==> src/common/mitb_consts.svh <==
// Offsets, field positions, reset values and counts of the interrupt and time base block
`ifndef MITB_CONSTS_SVH
`define MITB_CONSTS_SVH

// ----------------------------------------
// Register offsets
// ----------------------------------------
`define MITB_OFS_PSC0 8'h00
`define MITB_OFS_PSC1 8'h01
`define MITB_OFS_TBC0 8'h02
`define MITB_OFS_TBC1 8'h03
`define MITB_OFS_CTRL 8'h04
`define MITB_OFS_MEN 8'h05
`define MITB_OFS_MFLG 8'h06
`define MITB_OFS_TMEN 8'h07
`define MITB_OFS_TMFLG 8'h08
`define MITB_OFS_XEN 8'h09
`define MITB_OFS_XFLG 8'h0a

// ----------------------------------------
// Fields and reset values
// ----------------------------------------
`define MITB_TB_EN_BIT 7
`define MITB_GIE_BIT 0
`define MITB_REG_RST 8'h00
`define MITB_TB_MIN 16'h0100
`define MITB_DIV4_LAST 2'h3
`define MITB_NUM_TIMERS 3

`endif

==> src/common/mitb_pkg.sv <==
// Types shared by the interrupt and time base block
`default_nettype none

package mitb_pkg;

    // Vector numbers; a lower number wins when several are pending
    typedef enum logic [2:0] {
        vec_serial = 3'h0,
        vec_uart0 = 3'h1,
        vec_uart1 = 3'h2,
        vec_period0 = 3'h3,
        vec_period1 = 3'h4,
        vec_group0 = 3'h5,
        vec_group1 = 3'h6,
        vec_group2 = 3'h7
    } mitb_vec_t;

    // Prescaler clock source codes
    typedef enum logic [1:0] {
        psc_sys = 2'h0,
        psc_div4 = 2'h1,
        psc_sub = 2'h2
    } mitb_psc_t;

endpackage

`default_nettype wire

==> src/core/mitb_top.sv <==
// Interrupt flags, vectoring, wake-up and the two time base generators
//
// Function
// - Two-bit source select: sys, sys/4, sub
// - Unimplemented select and control bits read zero
// - Time base 0 counts only when enabled
// - Period0 is two to eight-plus-field ticks
// - Time base 1 identical on prescaler 1
// - Timer modules: A and P flags, enables
// - Timer vector needs global, source, group enable
// - Timer service clears global and group only
// - Serial flag on byte, address, timeout
// - Serial service clears its flag, global
// - UART flag on any UART condition
// - UART service clears flag and global only
// - Low supply flag through group, software clears
// - EEPROM done flag through its group
// - Any flag rising wakes from sleep
// - Flags stay set until serviced or cleared
// - No vector while the stack is full
// - Only program counter is pushed
// - Period overflow sets its own flag
// - Return from interrupt sets global enable
`include "mitb_consts.svh"
`default_nettype none

module mitb_top (
    // Clock and reset
    input wire logic clk,
    input wire logic rst,
    // Register port
    input wire logic [7:0] reg_addr,
    input wire logic [7:0] reg_wdata,
    input wire logic reg_wr,
    input wire logic reg_rd,
    output logic [7:0] reg_rdata,
    // Sub clock, asynchronous
    input wire logic sub_clk,
    // Peripheral event pulses
    input wire logic [2:0] timer_match_a,
    input wire logic [2:0] timer_match_p,
    input wire logic [2:0] serial_module_event,
    input wire logic [5:0] uart0_event,
    input wire logic [5:0] uart1_event,
    input wire logic low_supply_event,
    input wire logic eeprom_done_event,
    // Processor core
    input wire logic stack_full,
    input wire logic vector_ack,
    input wire logic return_from_irq,
    input wire logic sleep_mode,
    output logic irq_req,
    output logic [2:0] irq_vector,
    output logic wake_up
);

    // ----------------------------------------
    // Functions
    // ----------------------------------------
    function automatic logic psc_tick(input logic [1:0] sel, input logic d4, input logic sb);
        return sel[1] ? sb : (sel == 2'(mitb_pkg::psc_div4) ? d4 : 1'b1);
    endfunction

    function automatic logic [14:0] period_last(input logic [2:0] len);
        logic [15:0] span;
        span = 16'(`MITB_TB_MIN << len);
        return 15'(span - 16'h0001);
    endfunction

    // ----------------------------------------
    // State
    // ----------------------------------------
    logic [1:0] psc_sel_reg [2];
    logic tb_en_reg [2];
    logic [2:0] tb_len_reg [2];
    logic [14:0] tb_cnt_reg [2];
    logic [14:0] tb_cnt_next [2];
    logic tb_tick [2];
    logic tb_ovf [2];
    logic [1:0] div4_cnt_reg;
    logic sub_s1_reg;
    logic sub_s2_reg;
    logic sub_s3_reg;
    logic gie_reg;
    logic gie_next;
    logic [7:0] men_reg;
    logic [7:0] mflg_reg;
    logic [7:0] mflg_next;
    logic [5:0] tmen_reg;
    logic [5:0] tmflg_reg;
    logic [5:0] tmflg_next;
    logic [1:0] xen_reg;
    logic [1:0] xflg_reg;
    logic [1:0] xflg_next;
    logic [2:0] grp_prev_reg;
    logic [15:0] all_prev_reg;
    logic irq_req_reg;
    logic [2:0] irq_vector_reg;
    logic wake_reg;
    logic [7:0] reg_rdata_reg;

    // ----------------------------------------
    // Decode
    // ----------------------------------------
    wire wr_psc0 = reg_wr && reg_addr == `MITB_OFS_PSC0;
    wire wr_psc1 = reg_wr && reg_addr == `MITB_OFS_PSC1;
    wire wr_tbc0 = reg_wr && reg_addr == `MITB_OFS_TBC0;
    wire wr_tbc1 = reg_wr && reg_addr == `MITB_OFS_TBC1;
    wire wr_ctrl = reg_wr && reg_addr == `MITB_OFS_CTRL;
    wire wr_men = reg_wr && reg_addr == `MITB_OFS_MEN;
    wire wr_mflg = reg_wr && reg_addr == `MITB_OFS_MFLG;
    wire wr_tmen = reg_wr && reg_addr == `MITB_OFS_TMEN;
    wire wr_tmflg = reg_wr && reg_addr == `MITB_OFS_TMFLG;
    wire wr_xen = reg_wr && reg_addr == `MITB_OFS_XEN;
    wire wr_xflg = reg_wr && reg_addr == `MITB_OFS_XFLG;

    // ----------------------------------------
    // Prescaler sources
    // ----------------------------------------
    wire div4_tick = div4_cnt_reg == `MITB_DIV4_LAST;
    // Sub clock is sampled, so it must run well below clk/2
    wire sub_tick = sub_s2_reg && !sub_s3_reg;

    always_ff @(posedge clk or posedge rst) begin
        if (rst) begin
            div4_cnt_reg <= 2'h0;
            sub_s1_reg <= 1'b0;
            sub_s2_reg <= 1'b0;
            sub_s3_reg <= 1'b0;
        end else begin
            div4_cnt_reg <= div4_cnt_reg + 2'h1;
            sub_s1_reg <= sub_clk;
            sub_s2_reg <= sub_s1_reg;
            sub_s3_reg <= sub_s2_reg;
        end
    end

    // ----------------------------------------
    // Time bases
    // ----------------------------------------
    always_comb begin
        for (int i = 0; i < 2; i++) begin
            tb_tick[i] = psc_tick(psc_sel_reg[i], div4_tick, sub_tick);
            tb_ovf[i] = tb_en_reg[i] && tb_tick[i]
                && tb_cnt_reg[i] == period_last(tb_len_reg[i]);
            tb_cnt_next[i] = tb_cnt_reg[i];
            if (!tb_en_reg[i]) begin
                tb_cnt_next[i] = 15'h0000;
            end else if (tb_ovf[i]) begin
                tb_cnt_next[i] = 15'h0000;
            end else if (tb_tick[i]) begin
                tb_cnt_next[i] = tb_cnt_reg[i] + 15'h0001;
            end
        end
    end

    always_ff @(posedge clk or posedge rst) begin
        if (rst) begin
            for (int i = 0; i < 2; i++) begin
                tb_cnt_reg[i] <= 15'h0000;
                psc_sel_reg[i] <= 2'h0;
                tb_en_reg[i] <= 1'b0;
                tb_len_reg[i] <= 3'h0;
            end
        end else begin
            for (int i = 0; i < 2; i++) begin
                tb_cnt_reg[i] <= tb_cnt_next[i];
            end
            if (wr_psc0) begin
                psc_sel_reg[0] <= reg_wdata[1:0];
            end
            if (wr_psc1) begin
                psc_sel_reg[1] <= reg_wdata[1:0];
            end
            if (wr_tbc0) begin
                tb_en_reg[0] <= reg_wdata[`MITB_TB_EN_BIT];
                tb_len_reg[0] <= reg_wdata[2:0];
            end
            if (wr_tbc1) begin
                tb_en_reg[1] <= reg_wdata[`MITB_TB_EN_BIT];
                tb_len_reg[1] <= reg_wdata[2:0];
            end
        end
    end

    // ----------------------------------------
    // Request flags
    // ----------------------------------------
    wire ack_take = vector_ack && irq_req;
    wire [7:0] ack_mask = ack_take ? 8'(8'h01 << irq_vector_reg) : 8'h00;
    wire [5:0] timer_set = {timer_match_p, timer_match_a};
    // Group flag follows a new enabled source request
    wire [2:0] grp_lvl = {
        xflg_reg[1] && xen_reg[1],
        xflg_reg[0] && xen_reg[0],
        |(tmflg_reg & tmen_reg)
    };
    wire [2:0] grp_set = grp_lvl & ~grp_prev_reg;
    wire [7:0] main_set = {
        grp_set,
        tb_ovf[1],
        tb_ovf[0],
        |uart1_event,
        |uart0_event,
        |serial_module_event
    };
    wire [7:0] mflg_base = wr_mflg ? reg_wdata : mflg_reg;
    wire [15:0] all_flags = {xflg_reg, tmflg_reg, mflg_reg};

    // Hardware set wins over service clear and over software clear
    assign mflg_next = (mflg_base & ~ack_mask) | main_set;
    // Source flags are never touched by servicing
    assign tmflg_next = (wr_tmflg ? reg_wdata[5:0] : tmflg_reg) | timer_set;
    assign xflg_next = (wr_xflg ? reg_wdata[1:0] : xflg_reg)
        | {eeprom_done_event, low_supply_event};

    assign gie_next = ack_take ? 1'b0 : return_from_irq ? 1'b1 :
        wr_ctrl ? reg_wdata[`MITB_GIE_BIT] : gie_reg;

    always_ff @(posedge clk or posedge rst) begin
        if (rst) begin
            gie_reg <= 1'b0;
            men_reg <= `MITB_REG_RST;
            mflg_reg <= `MITB_REG_RST;
            tmen_reg <= 6'h00;
            tmflg_reg <= 6'h00;
            xen_reg <= 2'h0;
            xflg_reg <= 2'h0;
            grp_prev_reg <= 3'h0;
        end else begin
            gie_reg <= gie_next;
            mflg_reg <= mflg_next;
            tmflg_reg <= tmflg_next;
            xflg_reg <= xflg_next;
            grp_prev_reg <= grp_lvl;
            if (wr_men) begin
                men_reg <= reg_wdata;
            end
            if (wr_tmen) begin
                tmen_reg <= reg_wdata[5:0];
            end
            if (wr_xen) begin
                xen_reg <= reg_wdata[1:0];
            end
        end
    end

    // ----------------------------------------
    // Vectoring
    // ----------------------------------------
    wire [7:0] pending = mflg_reg & men_reg;
    logic [2:0] vec_pick;

    always_comb begin
        vec_pick = 3'h0;
        for (int i = 7; i >= 0; i--) begin
            if (pending[i]) begin
                vec_pick = 3'(i);
            end
        end
    end

    always_ff @(posedge clk or posedge rst) begin
        if (rst) begin
            irq_req_reg <= 1'b0;
            irq_vector_reg <= 3'h0;
        end else begin
            irq_req_reg <= |pending && !ack_take;
            irq_vector_reg <= vec_pick;
        end
    end

    // Gating by live enable and stack stops a second take after an ack
    assign irq_req = irq_req_reg && gie_reg && !stack_full;
    assign irq_vector = irq_vector_reg;

    // ----------------------------------------
    // Wake-up
    // ----------------------------------------
    always_ff @(posedge clk or posedge rst) begin
        if (rst) begin
            all_prev_reg <= 16'h0000;
            wake_reg <= 1'b0;
        end else begin
            all_prev_reg <= all_flags;
            wake_reg <= sleep_mode && |(all_flags & ~all_prev_reg);
        end
    end

    assign wake_up = wake_reg;

    // ----------------------------------------
    // Register read
    // ----------------------------------------
    wire [7:0] rd_mux =
        reg_addr == `MITB_OFS_PSC0 ? {6'h00, psc_sel_reg[0]} :
        reg_addr == `MITB_OFS_PSC1 ? {6'h00, psc_sel_reg[1]} :
        reg_addr == `MITB_OFS_TBC0 ? {tb_en_reg[0], 4'h0, tb_len_reg[0]} :
        reg_addr == `MITB_OFS_TBC1 ? {tb_en_reg[1], 4'h0, tb_len_reg[1]} :
        reg_addr == `MITB_OFS_CTRL ? {7'h00, gie_reg} :
        reg_addr == `MITB_OFS_MEN ? men_reg :
        reg_addr == `MITB_OFS_MFLG ? mflg_reg :
        reg_addr == `MITB_OFS_TMEN ? {2'h0, tmen_reg} :
        reg_addr == `MITB_OFS_TMFLG ? {2'h0, tmflg_reg} :
        reg_addr == `MITB_OFS_XEN ? {6'h00, xen_reg} :
        reg_addr == `MITB_OFS_XFLG ? {6'h00, xflg_reg} : 8'h00;

    always_ff @(posedge clk or posedge rst) begin
        if (rst) begin
            reg_rdata_reg <= 8'h00;
        end else begin
            reg_rdata_reg <= reg_rd ? rd_mux : 8'h00;
        end
    end

    assign reg_rdata = reg_rdata_reg;
endmodule

`default_nettype wire

==> config.mk <==
export PLATFORM = sky130hd
export DESIGN_NAME = mitb_top
export DESIGN_NICKNAME = d
export VERILOG_FILES = /design/src/common/mitb_pkg.sv /design/src/core/mitb_top.sv
export VERILOG_INCLUDE_DIRS = /design/src /design/src/common
export SDC_FILE = /design/constraint.sdc
export NUM_CORES = 1
export LEC_CHECK = 0
export ABC_AREA = 0
export BUFFER_PORTS_ARGS = -buffer_cell sky130_fd_sc_hd__buf_4
export CORE_UTILIZATION = 30
export CTS_CLUSTER_SIZE = 24
export DETAILED_ROUTE_END_ITERATION = 8
export PLACE_DENSITY_LB_ADDON = 0.12
export SETUP_SLACK_MARGIN = 0.2
export SYNTH_ARGS = -nofsm -noshare
export SYNTH_HDL_FRONTEND = slang
export SYNTH_SLANG_ARGS = --single-unit
==> constraint.sdc <==
create_clock -name clk -period 6.1 [get_ports clk]
set_input_delay 1.22 -clock clk [delete_from_list [all_inputs] [get_ports clk]]
set_output_delay 1.22 -clock clk [all_outputs]
set_load 0.01 [all_outputs]
## Yosys cells after proc, flatten, opt, wreduce, memory -nomap -nowiden

Index checks and enable logic that the tools add are counted.

| storage, ports and cells | value |
|---|---|
| bits in registers | 112 |
| input port bits | 48 |

| cells by class | value |
|---|---|
| add/subtract/negate cells | 5 |
| eq/ne operators | 17 |
| shift-type cells | 3 |
| muxes and demuxes | 37 |
| bitwise logic cells | 11 |
| reduce and logical (&&, ||, !) cells | 34 |

Operators by type and width:

| kind | number |
|---|---|
| 15-bit 2-to-1 mux | 6 |
| 8-bit 2-to-1 mux | 10 |
| 8-bit by 3-bit equality test with 1-bit output (second input constant) | 4 |
| 15-bit by 1-bit adder with 15-bit output (second input constant) | 2 |
| 15-bit equality test | 2 |
| 9-bit by 3-bit << shifter with 15-bit output (first input constant) | 2 |
| 15-bit by 1-bit subtractor with 15-bit output (second input constant) | 2 |
| 8-bit by 4-bit equality test with 1-bit output (second input constant) | 3 |
| 3-bit 2-to-1 mux | 8 |
| 1-bit logical AND | 23 |
| 6-bit 2-to-1 mux | 3 |
| 6-bit OR reduction | 3 |
| 16-bit bitwise AND | 1 |
| 8-bit bitwise AND | 2 |
| 8-bit by 2-bit equality test with 1-bit output (second input constant) | 2 |
| 16-bit inverter | 1 |
| 16-bit OR reduction | 1 |
| 8-bit by 1-bit equality test with 1-bit output (second input constant) | 1 |
| 8-bit zero test | 1 |
| 8-bit inverter | 1 |
| 8-bit OR | 1 |
| 8-bit OR reduction | 1 |
| 1-bit by 3-bit << shifter with 8-bit output (first input constant) | 1 |
| 1-bit 2-to-1 mux | 7 |
| 13 further kinds | 19 |

## Longest topological paths before layout

Gate-level depths: netlist (run 1).

| logic depth | value |
|---|---|
| depth in word-level cells | 13 |
| depth in mapped cells | 9 |
| depth with buffers taken out | 7 |

## Worst setup path before layout (run 1)

OpenSTA, ideal clock, no wires.

| timing | value |
|---|---|
| kind | input-to-reg |
| start | in reg_addr[5] |
| end | reg psc_sel_reg[0] (netlist bit) |
| setup time | 125 ps |
| arrival time | 2717 ps |
| setup slack | 3259 ps |
| cell stages on the path | 5 |
| buffers on the path | 1 |
| cells stage by stage | or4_4 or3_4 buf_6 nor2_4 mux2_2 |

| on the way | value |
|---|---|
| longest elaborated chain between the ends | 2 |

Ends and longest elaborated chain:

| what | line | source |
|---|---|---|
| start, declared | mitb_top.sv:32 | `input wire logic [7:0] reg_addr,` |
| 8-bit by 1-bit equality test with 1-bit output (no source line) | -- |  |
| 1-bit logical AND (no source line) | -- |  |
| end, declared | mitb_top.sv:73 | `logic [1:0] psc_sel_reg [2];` |

Every way passes these cells.
A chain may end at the register's enable or synchronous reset.

## Final worst setup path (run 1)

| timing | value |
|---|---|
| start | in stack_full |
| end | out irq_req |

| on the way | value |
|---|---|
| longest elaborated chain between the ends | 2 |

Ends and longest elaborated chain:

| what | line | source |
|---|---|---|
| start, declared | mitb_top.sv:48 | `input wire logic stack_full,` |
| 1-bit zero test | mitb_top.sv:274 | `assign irq_req = irq_req_reg && gie_reg && !stack_full;` |
| 1-bit logical AND | mitb_top.sv:274 |  |
| end, declared | mitb_top.sv:52 | `output logic irq_req,` |

Every way passes these cells.

==> results_dict.tcl, run 1 <==
set metrics [dict create \
    status "complete, but fails checks" \
    violations "design-rule violations" \
    swShare_pct 26.7 \
    diodes 0 \
    drt_wl_total_um 15500 \
    cts_setup_buffers 0 \
    rrSetupSlack_ns 3.43 \
    avgSynthCellArea_um2 10.0 \
    final_layout_size_suffix_gt1_share_pct 20.8 \
    worst_path_most_repeated_cell "buf_4" \
    r2r-start "tb_cnt_reg[0]$_DFFE_PP0P_" \
    dr.first_iter.drc_count 329 \
    initial_core_util_pct 31.0 \
    place_ws_ns 2.95 \
    die_h_um 139 \
    largest_reg_flops 30 \
    multiInputGateArea_um2 2620 \
    area_growth_pct 16.9 \
    htreeDepth 3 \
    yosysWarnings 0 \
    port_buffers 60 \
    combPwrFrac_pct 12.6 \
    clockBufferDepth 2 \
    ir_drop_v 0.000139 \
    p_int_uw 1220 \
    p_clk_share_pct 36.8 \
    synthCells 565 \
    regArea_um2 2800 \
    max_slew_margin_pct 21.9 \
    ys.flop_type "dfrtp_1" \
    synth_area_um2 5650 \
    vias 4488 \
    grt_max_degree 63 \
    rr_worst_depth 7 \
    cts_tree "yes" \
    overflow 0 \
    ant_nets 0 \
    worstMarginPinSlew_ns 1.17 \
    period_share_pct 45.8 \
    syn_nets 616 \
    clock-sinks 112 \
    max-cap-violations 0 \
    cts_made_buffers 9 \
    place.gp.congestion 0.824 \
    rsz0062_at_grt "no" \
    tns_ns 0 \
    rows 49 \
    cts-root-buf "clkbuf_16" \
    crit_start "stack_full" \
    hp-class "register to register" \
    crit_end "irq_req" \
    grt_pass1_wl_um 25200 \
    slowest_stage "buf_4" \
    holdBufCountCts 0 \
    final.min_clock_period_ns 2.80 \
    ys_seq_area_share_pct 49.6 \
    dr.pass1.iters 9 \
    fmax_ghz 0.358 \
    drv_slew 0 \
    crit_type "input pin to primary output" \
    clk_latency_ns 0.36 \
    synth_area_leaders "dfrtp_1, mux2_2, nand2_1, nand3_1, mux2i_1" \
    setup_ws_ns 3.30 \
    core_area_um2 18200 \
    hpwl_um 11400 \
    crit_fanout 2 \
    cts.reportedPaths.clkPinSlew_ns 0.07 \
    antenna_found_initial 0 \
    synth-edff-count 0 \
    hold_viol_final 0 \
    grt_usage_pct 16.9 \
    clock-skew-final_ns 0.00713 \
    leakagePower_uw 0.00296 \
    crit_path_end_kind "primary output" \
    p_seq_share_pct 50.6 \
    n_fill_cell 1851 \
    async_reset_ff_share_pct 100 \
    route.detailed.drc 3 \
    grt_pass1_vias 4441 \
    ys_ff_latch 112 \
    p_per_area_nw_per_um2 252 \
    die-area_um2 19400 \
    yosysUniqueCellTypes 68 \
    slowest_delay_ns 0.14 \
    crit_chain "buf_4 -> nor2_1 -> buf_4" \
    yosysTopAreaCellShare_pct 49.6 \
    post_drt_wl_per_cell_um 18.2 \
    critPathRequiredTime_ns 4.88 \
    yosys.area.top_type "dfrtp_1" \
    reg2reg_to "tb_cnt_reg[7]$_DFFE_PP0P_" \
    cts_resized 0 \
    die_x_um 139 \
    start_kind "input pin" \
    power.switching_uw 444 \
    finalSetupViolations 0 \
    avgViaCountPerCell 5.26 \
    io_pins 61 \
    crit_arrival_ns 1.58 \
    fin_nets 670 \
]
==> how the worst min path moves through the flow <==
stage / to / from / cells after the start
after CTS: sub_s2_reg$_DFF_PP0_ / sub_s1_reg$_DFF_PP0_ / 0
after global placement: sub_s2_reg$_DFF_PP0_ / sub_s1_reg$_DFF_PP0_ / 0
after global routing: sub_s2_reg$_DFF_PP0_ / sub_s1_reg$_DFF_PP0_ / 0
final: sub_s2_reg$_DFF_PP0_ / sub_s1_reg$_DFF_PP0_ / 0
after floorplan: sub_s2_reg$_DFF_PP0_ / sub_s1_reg$_DFF_PP0_ / 0
after detailed placement: sub_s2_reg$_DFF_PP0_ / sub_s1_reg$_DFF_PP0_ / 0
==> layout make-up <==
cell class	instances	share of cell area [%]
timing repair buffer	61	6.93
tap	229	4.34
clock inverter	5	0.966
sequential	112	42.4
clock buffer	11	3.67
inverter	36	2.08
multi-input combinational	399	39.6
==> logic make-up after synthesis <==
family,Yosys count,synth area share [%]
multiplexers,46,8.99
adder cells (fa/ha/maj),3,0.664
buffers and inverters,54,4.12
AO/OA/AOI/OAI,127,15.3
XOR/XNOR,4,0.620
flip-flops,112,49.6
AND/OR/NAND/NOR,219,20.7
==> placed cells by master, fill, tap and decap left out, types with 4 or more instances in the layout <==
master	count
a21oi_1	25
o22ai_1	18
nand2b_1	14
a21boi_0	4
or3_1	7
o32ai_1	4
nor2b_1	8
dfrtp_1	112
nor3_1	12
clkbuf_16	9
o311ai_0	4
a22oi_1	7
nand4_1	9
nand3_1	29
and4_1	4
a211o_1	5
a31oi_1	8
and2_1	7
nor2_1	35
inv_1	34
a22o_1	4
o21ai_0	23
mux2i_1	14
nand2_1	65
a221oi_1	4
buf_4	61
mux2_2	30
or2_2	4
==> cells in the mapped netlist (3+ instances only) <==
master,instances
dfrtp_1,112
nand2_1,65
inv_1,35
nor2_1,35
mux2_2,30
nand3_1,29
a21oi_1,25
o21ai_0,23
o22ai_1,18
mux2i_1,14
nand2b_1,14
nor3_1,12
nand4_1,9
a31oi_1,8
nor2b_1,8
a22oi_1,7
and2_1,7
or3_1,7
buf_2,6
clkbuf_1,6
a211o_1,5
a21boi_0,4
a221oi_1,4
a22o_1,4
and4_1,4
o311ai_0,4
o32ai_1,4
or2_2,4
ha_1,3
nand3b_1,3
nor2_4,3
or4_1,3
xnor2_1,3
==> routing by layer <==
| layer | GRT usage [%] | wire [µm] |
|---|---|---|
| met1 | 24.1 | 7800 |
| met2 | 25.0 | 6820 |
| met3 | 3.20 | 618 |
| met4 | 7.13 | 301 |
| met5 | 0 | 0 |
==> power by group through the flow <==
stage          Sequential, µW  Combinational, µW  Clock [µW]
2_1_floorplan             839                139           0
3_3_place_gp              853                209           0
3_5_place_dp              855                212           0
4_1_cts                   840                213         635
5_1_grt                   847                236         672
6_report                  841                209         612
==> per-stage QoR <==
stage	total power (µW)	cells	area (µm²)	util [%]	hold slack (ns)
finish	1660	853	6610	36.3	0.350
global route	1760	853	6610	36.3	0.373
CTS	1690	853	6610	36.3	0.352
detailed placement	1070	837	6300	34.6	0.335
global placement	1060	837	6300	34.6	0.335
floorplan	978	565	5650	-	0.331
==> worst max-delay path, delay by kind of cell <==
kind / cells / cell delay [ns]
buffers and inverters: 2 / 0.24
AND/OR/NAND/NOR: 1 / 0.12
Note: power is estimated with default switching activity, not from simulation.
==> inputs of run 2 (changes only) <==
==> constraint.sdc (replaced) <==
create_clock -name clk -period 2.9 [get_ports clk]
set_input_delay 0.58 -clock clk [delete_from_list [all_inputs] [get_ports clk]]
set_output_delay 0.58 -clock clk [all_outputs]
set_load 0.01 [all_outputs]
==> run 2 against run 1 <==
Utilization increased by 0.27 points. Flip-flop and latch count unchanged. The run still ends with design-rule violations left. Clock-buffer cell count increased by 1. Global-route usage increased by 0.38 points. Die area unchanged. Via count decreased by 0.82%. Hold slack got worse by 0.016 ns. Clock skew increased by 0.00054 ns. Design area increased by 0.74%. Clock power increased by 96%.
==> results_dict.tcl, run 2 (synthesis results as in run 1) <==
set metrics [dict create \
    ant_nets 0 \
    p_per_area_nw_per_um2 515 \
    regArea_um2 2800 \
    clk_latency_ns 0.35 \
    cts_tree "yes" \
    grt_max_degree 49 \
    vias 4451 \
    stdcell_count 861 \
    core_area_um2 18200 \
    worstMarginPinSlew_ns 0.833 \
    hpwl_um 11600 \
    avgViaCountPerCell 5.17 \
    largest_reg_flops 30 \
    critPathRequiredTime_ns 3.12 \
    mostFrequentLayoutCells "dfrtp_1, buf_4, nand2_1" \
    final.min_clock_period_ns 2.34 \
    cts_made_buffers 9 \
    clock-sinks 112 \
    violations "design-rule violations" \
    hp-class "input pin to register" \
    holdBufCountCts 0 \
    rsz0062_at_grt "no" \
    postPlaceCellArea_um2 6380 \
    grt_pass1_wl_um 25700 \
    dr.first_iter.drc_count 301 \
    diodes 0 \
    slowest_stage "or4_1" \
    leakagePower_uw 0.00299 \
    worst_path_most_repeated_cell "nand4_1" \
    path_depth 7 \
    period_share_pct 80.7 \
    crit_start "tb_cnt_reg[0]$_DFFE_PP0P_" \
    port_buffers 60 \
    htreeDepth 3 \
    dp.cells 846 \
    drt_wl_total_um 15800 \
    place_ws_ns 0.391 \
    io_pins 61 \
    final_common_cell "dfrtp_1" \
    r2r-start "tb_cnt_reg[0]$_DFFE_PP0P_" \
    crit_end "tb_cnt_reg[11]$_DFFE_PP0P_" \
    hold_viol_final 0 \
    post_drt_wl_per_cell_um 18.3 \
    initial_core_util_pct 31.0 \
    setup_ws_ns 0.559 \
    rr_worst_depth 7 \
    area_growth_pct 17.8 \
    n_fill_cell 1845 \
    crit_buf_inv 0 \
    place.gp.congestion 0.811 \
    multiInputGateArea_um2 2620 \
    crit_path_end_kind "register" \
    die_h_um 139 \
    tns_ns 0 \
    crit_family "simple AND/OR/NAND/NOR gates" \
    dr.pass1.iters 9 \
    status "complete, but fails checks" \
    rrSetupSlack_ns 0.56 \
    reg2reg_to "tb_cnt_reg[11]$_DFFE_PP0P_" \
    cts_resized 0 \
    crit_chain "ha_1 -> nand3_1 -> nor2_1 -> nand4_1 -> or4_1 -> nand4_1 -> o311ai_0" \
    route.detailed.drc 1 \
    overflow 0 \
    grt_usage_pct 17.3 \
    fin_nets 679 \
    crit_fanout 6 \
    fmax_ghz 0.427 \
    totalPowerFinal_uw 3430 \
    max_slew_margin_pct 44.4 \
    cts_setup_buffers 0 \
    cts-root-buf "clkbuf_16" \
    clock-skew-final_ns 0.00768 \
    grt_pass1_vias 4395 \
    rows 49 \
    cts.reportedPaths.clkPinSlew_ns 0.08 \
    final_layout_size_suffix_gt1_share_pct 21.8 \
    antenna_found_initial 0 \
    start_kind "register" \
    slowest_delay_ns 0.78 \
    drv_slew 0 \
    ir_drop_v 0.000280 \
    crit_arrival_ns 2.56 \
    die-area_um2 19400 \
    max-cap-violations 0 \
    finalSetupViolations 0 \
    hp-start "sub_clk" \
    finish.instance_area_um2 6660 \
    die_x_um 139 \
    crit_type "register to register" \
    clockBufferDepth 2 \
]
run 2: cell count changes in the layout (fill, tap and decap cells not counted), sizes merged:
cell      delta
buf          +9
inv          -2
bufinv       -1
clkbuf       +1
clkinvlp     +1
run 2: worst min path at each step:
stage,end,slack [ns],cells past startpoint
2_1_floorplan,sub_s2_reg$_DFF_PP0_,0.33,0
5_1_grt,sub_s1_reg$_DFF_PP0_,0.32,1
3_5_place_dp,sub_s2_reg$_DFF_PP0_,0.34,0
6_report,sub_s1_reg$_DFF_PP0_,0.33,1
3_3_place_gp,sub_s2_reg$_DFF_PP0_,0.34,0
4_1_cts,sub_s1_reg$_DFF_PP0_,0.32,1
run 2: through the flow:
step / hold slack (ns) / util (%)
final: 0.334 / 36.6
after global routing: 0.316 / 36.6
after CTS: 0.315 / 36.6
after detailed placement: 0.336 / 35.1
after global placement: 0.337 / 35.1
after floorplan: 0.331 / -
run 2: cell type report:
| type | instances | area share (%) |
|---|---|---|
| multi-input combinational | 399 | 39.3 |
| tap | 229 | 4.30 |
| clock inverter | 3 | 0.263 |
| sequential | 112 | 42.1 |
| timing repair buffer | 70 | 8.08 |
| clock buffer | 12 | 3.85 |
| inverter | 36 | 2.09 |
run 2: layer usage:
| metal | vias to the layer above | GRT usage, % | share of wire, % |
|---|---|---|---|
| li1 | 2164 | - | - |
| met2 | 87 | 25.7 | 44 |
| met1 | 2192 | 25.5 | 52 |
| met3 | 8 | 3.82 | 3.0 |
| met5 | - | 0 | 0 |
| met4 | 0 | 3.80 | 0.98 |
run 2: power by group:
group | total (µW) | internal, µW | switching, µW | leakage (µW)
logic | 459 | 211 | 248 | 0.00150
clock network | 1200 | 624 | 577 | 0.000134
registers | 1770 | 1660 | 106 | 0.00135
total | 3430 | 2500 | 931 | 0.00299
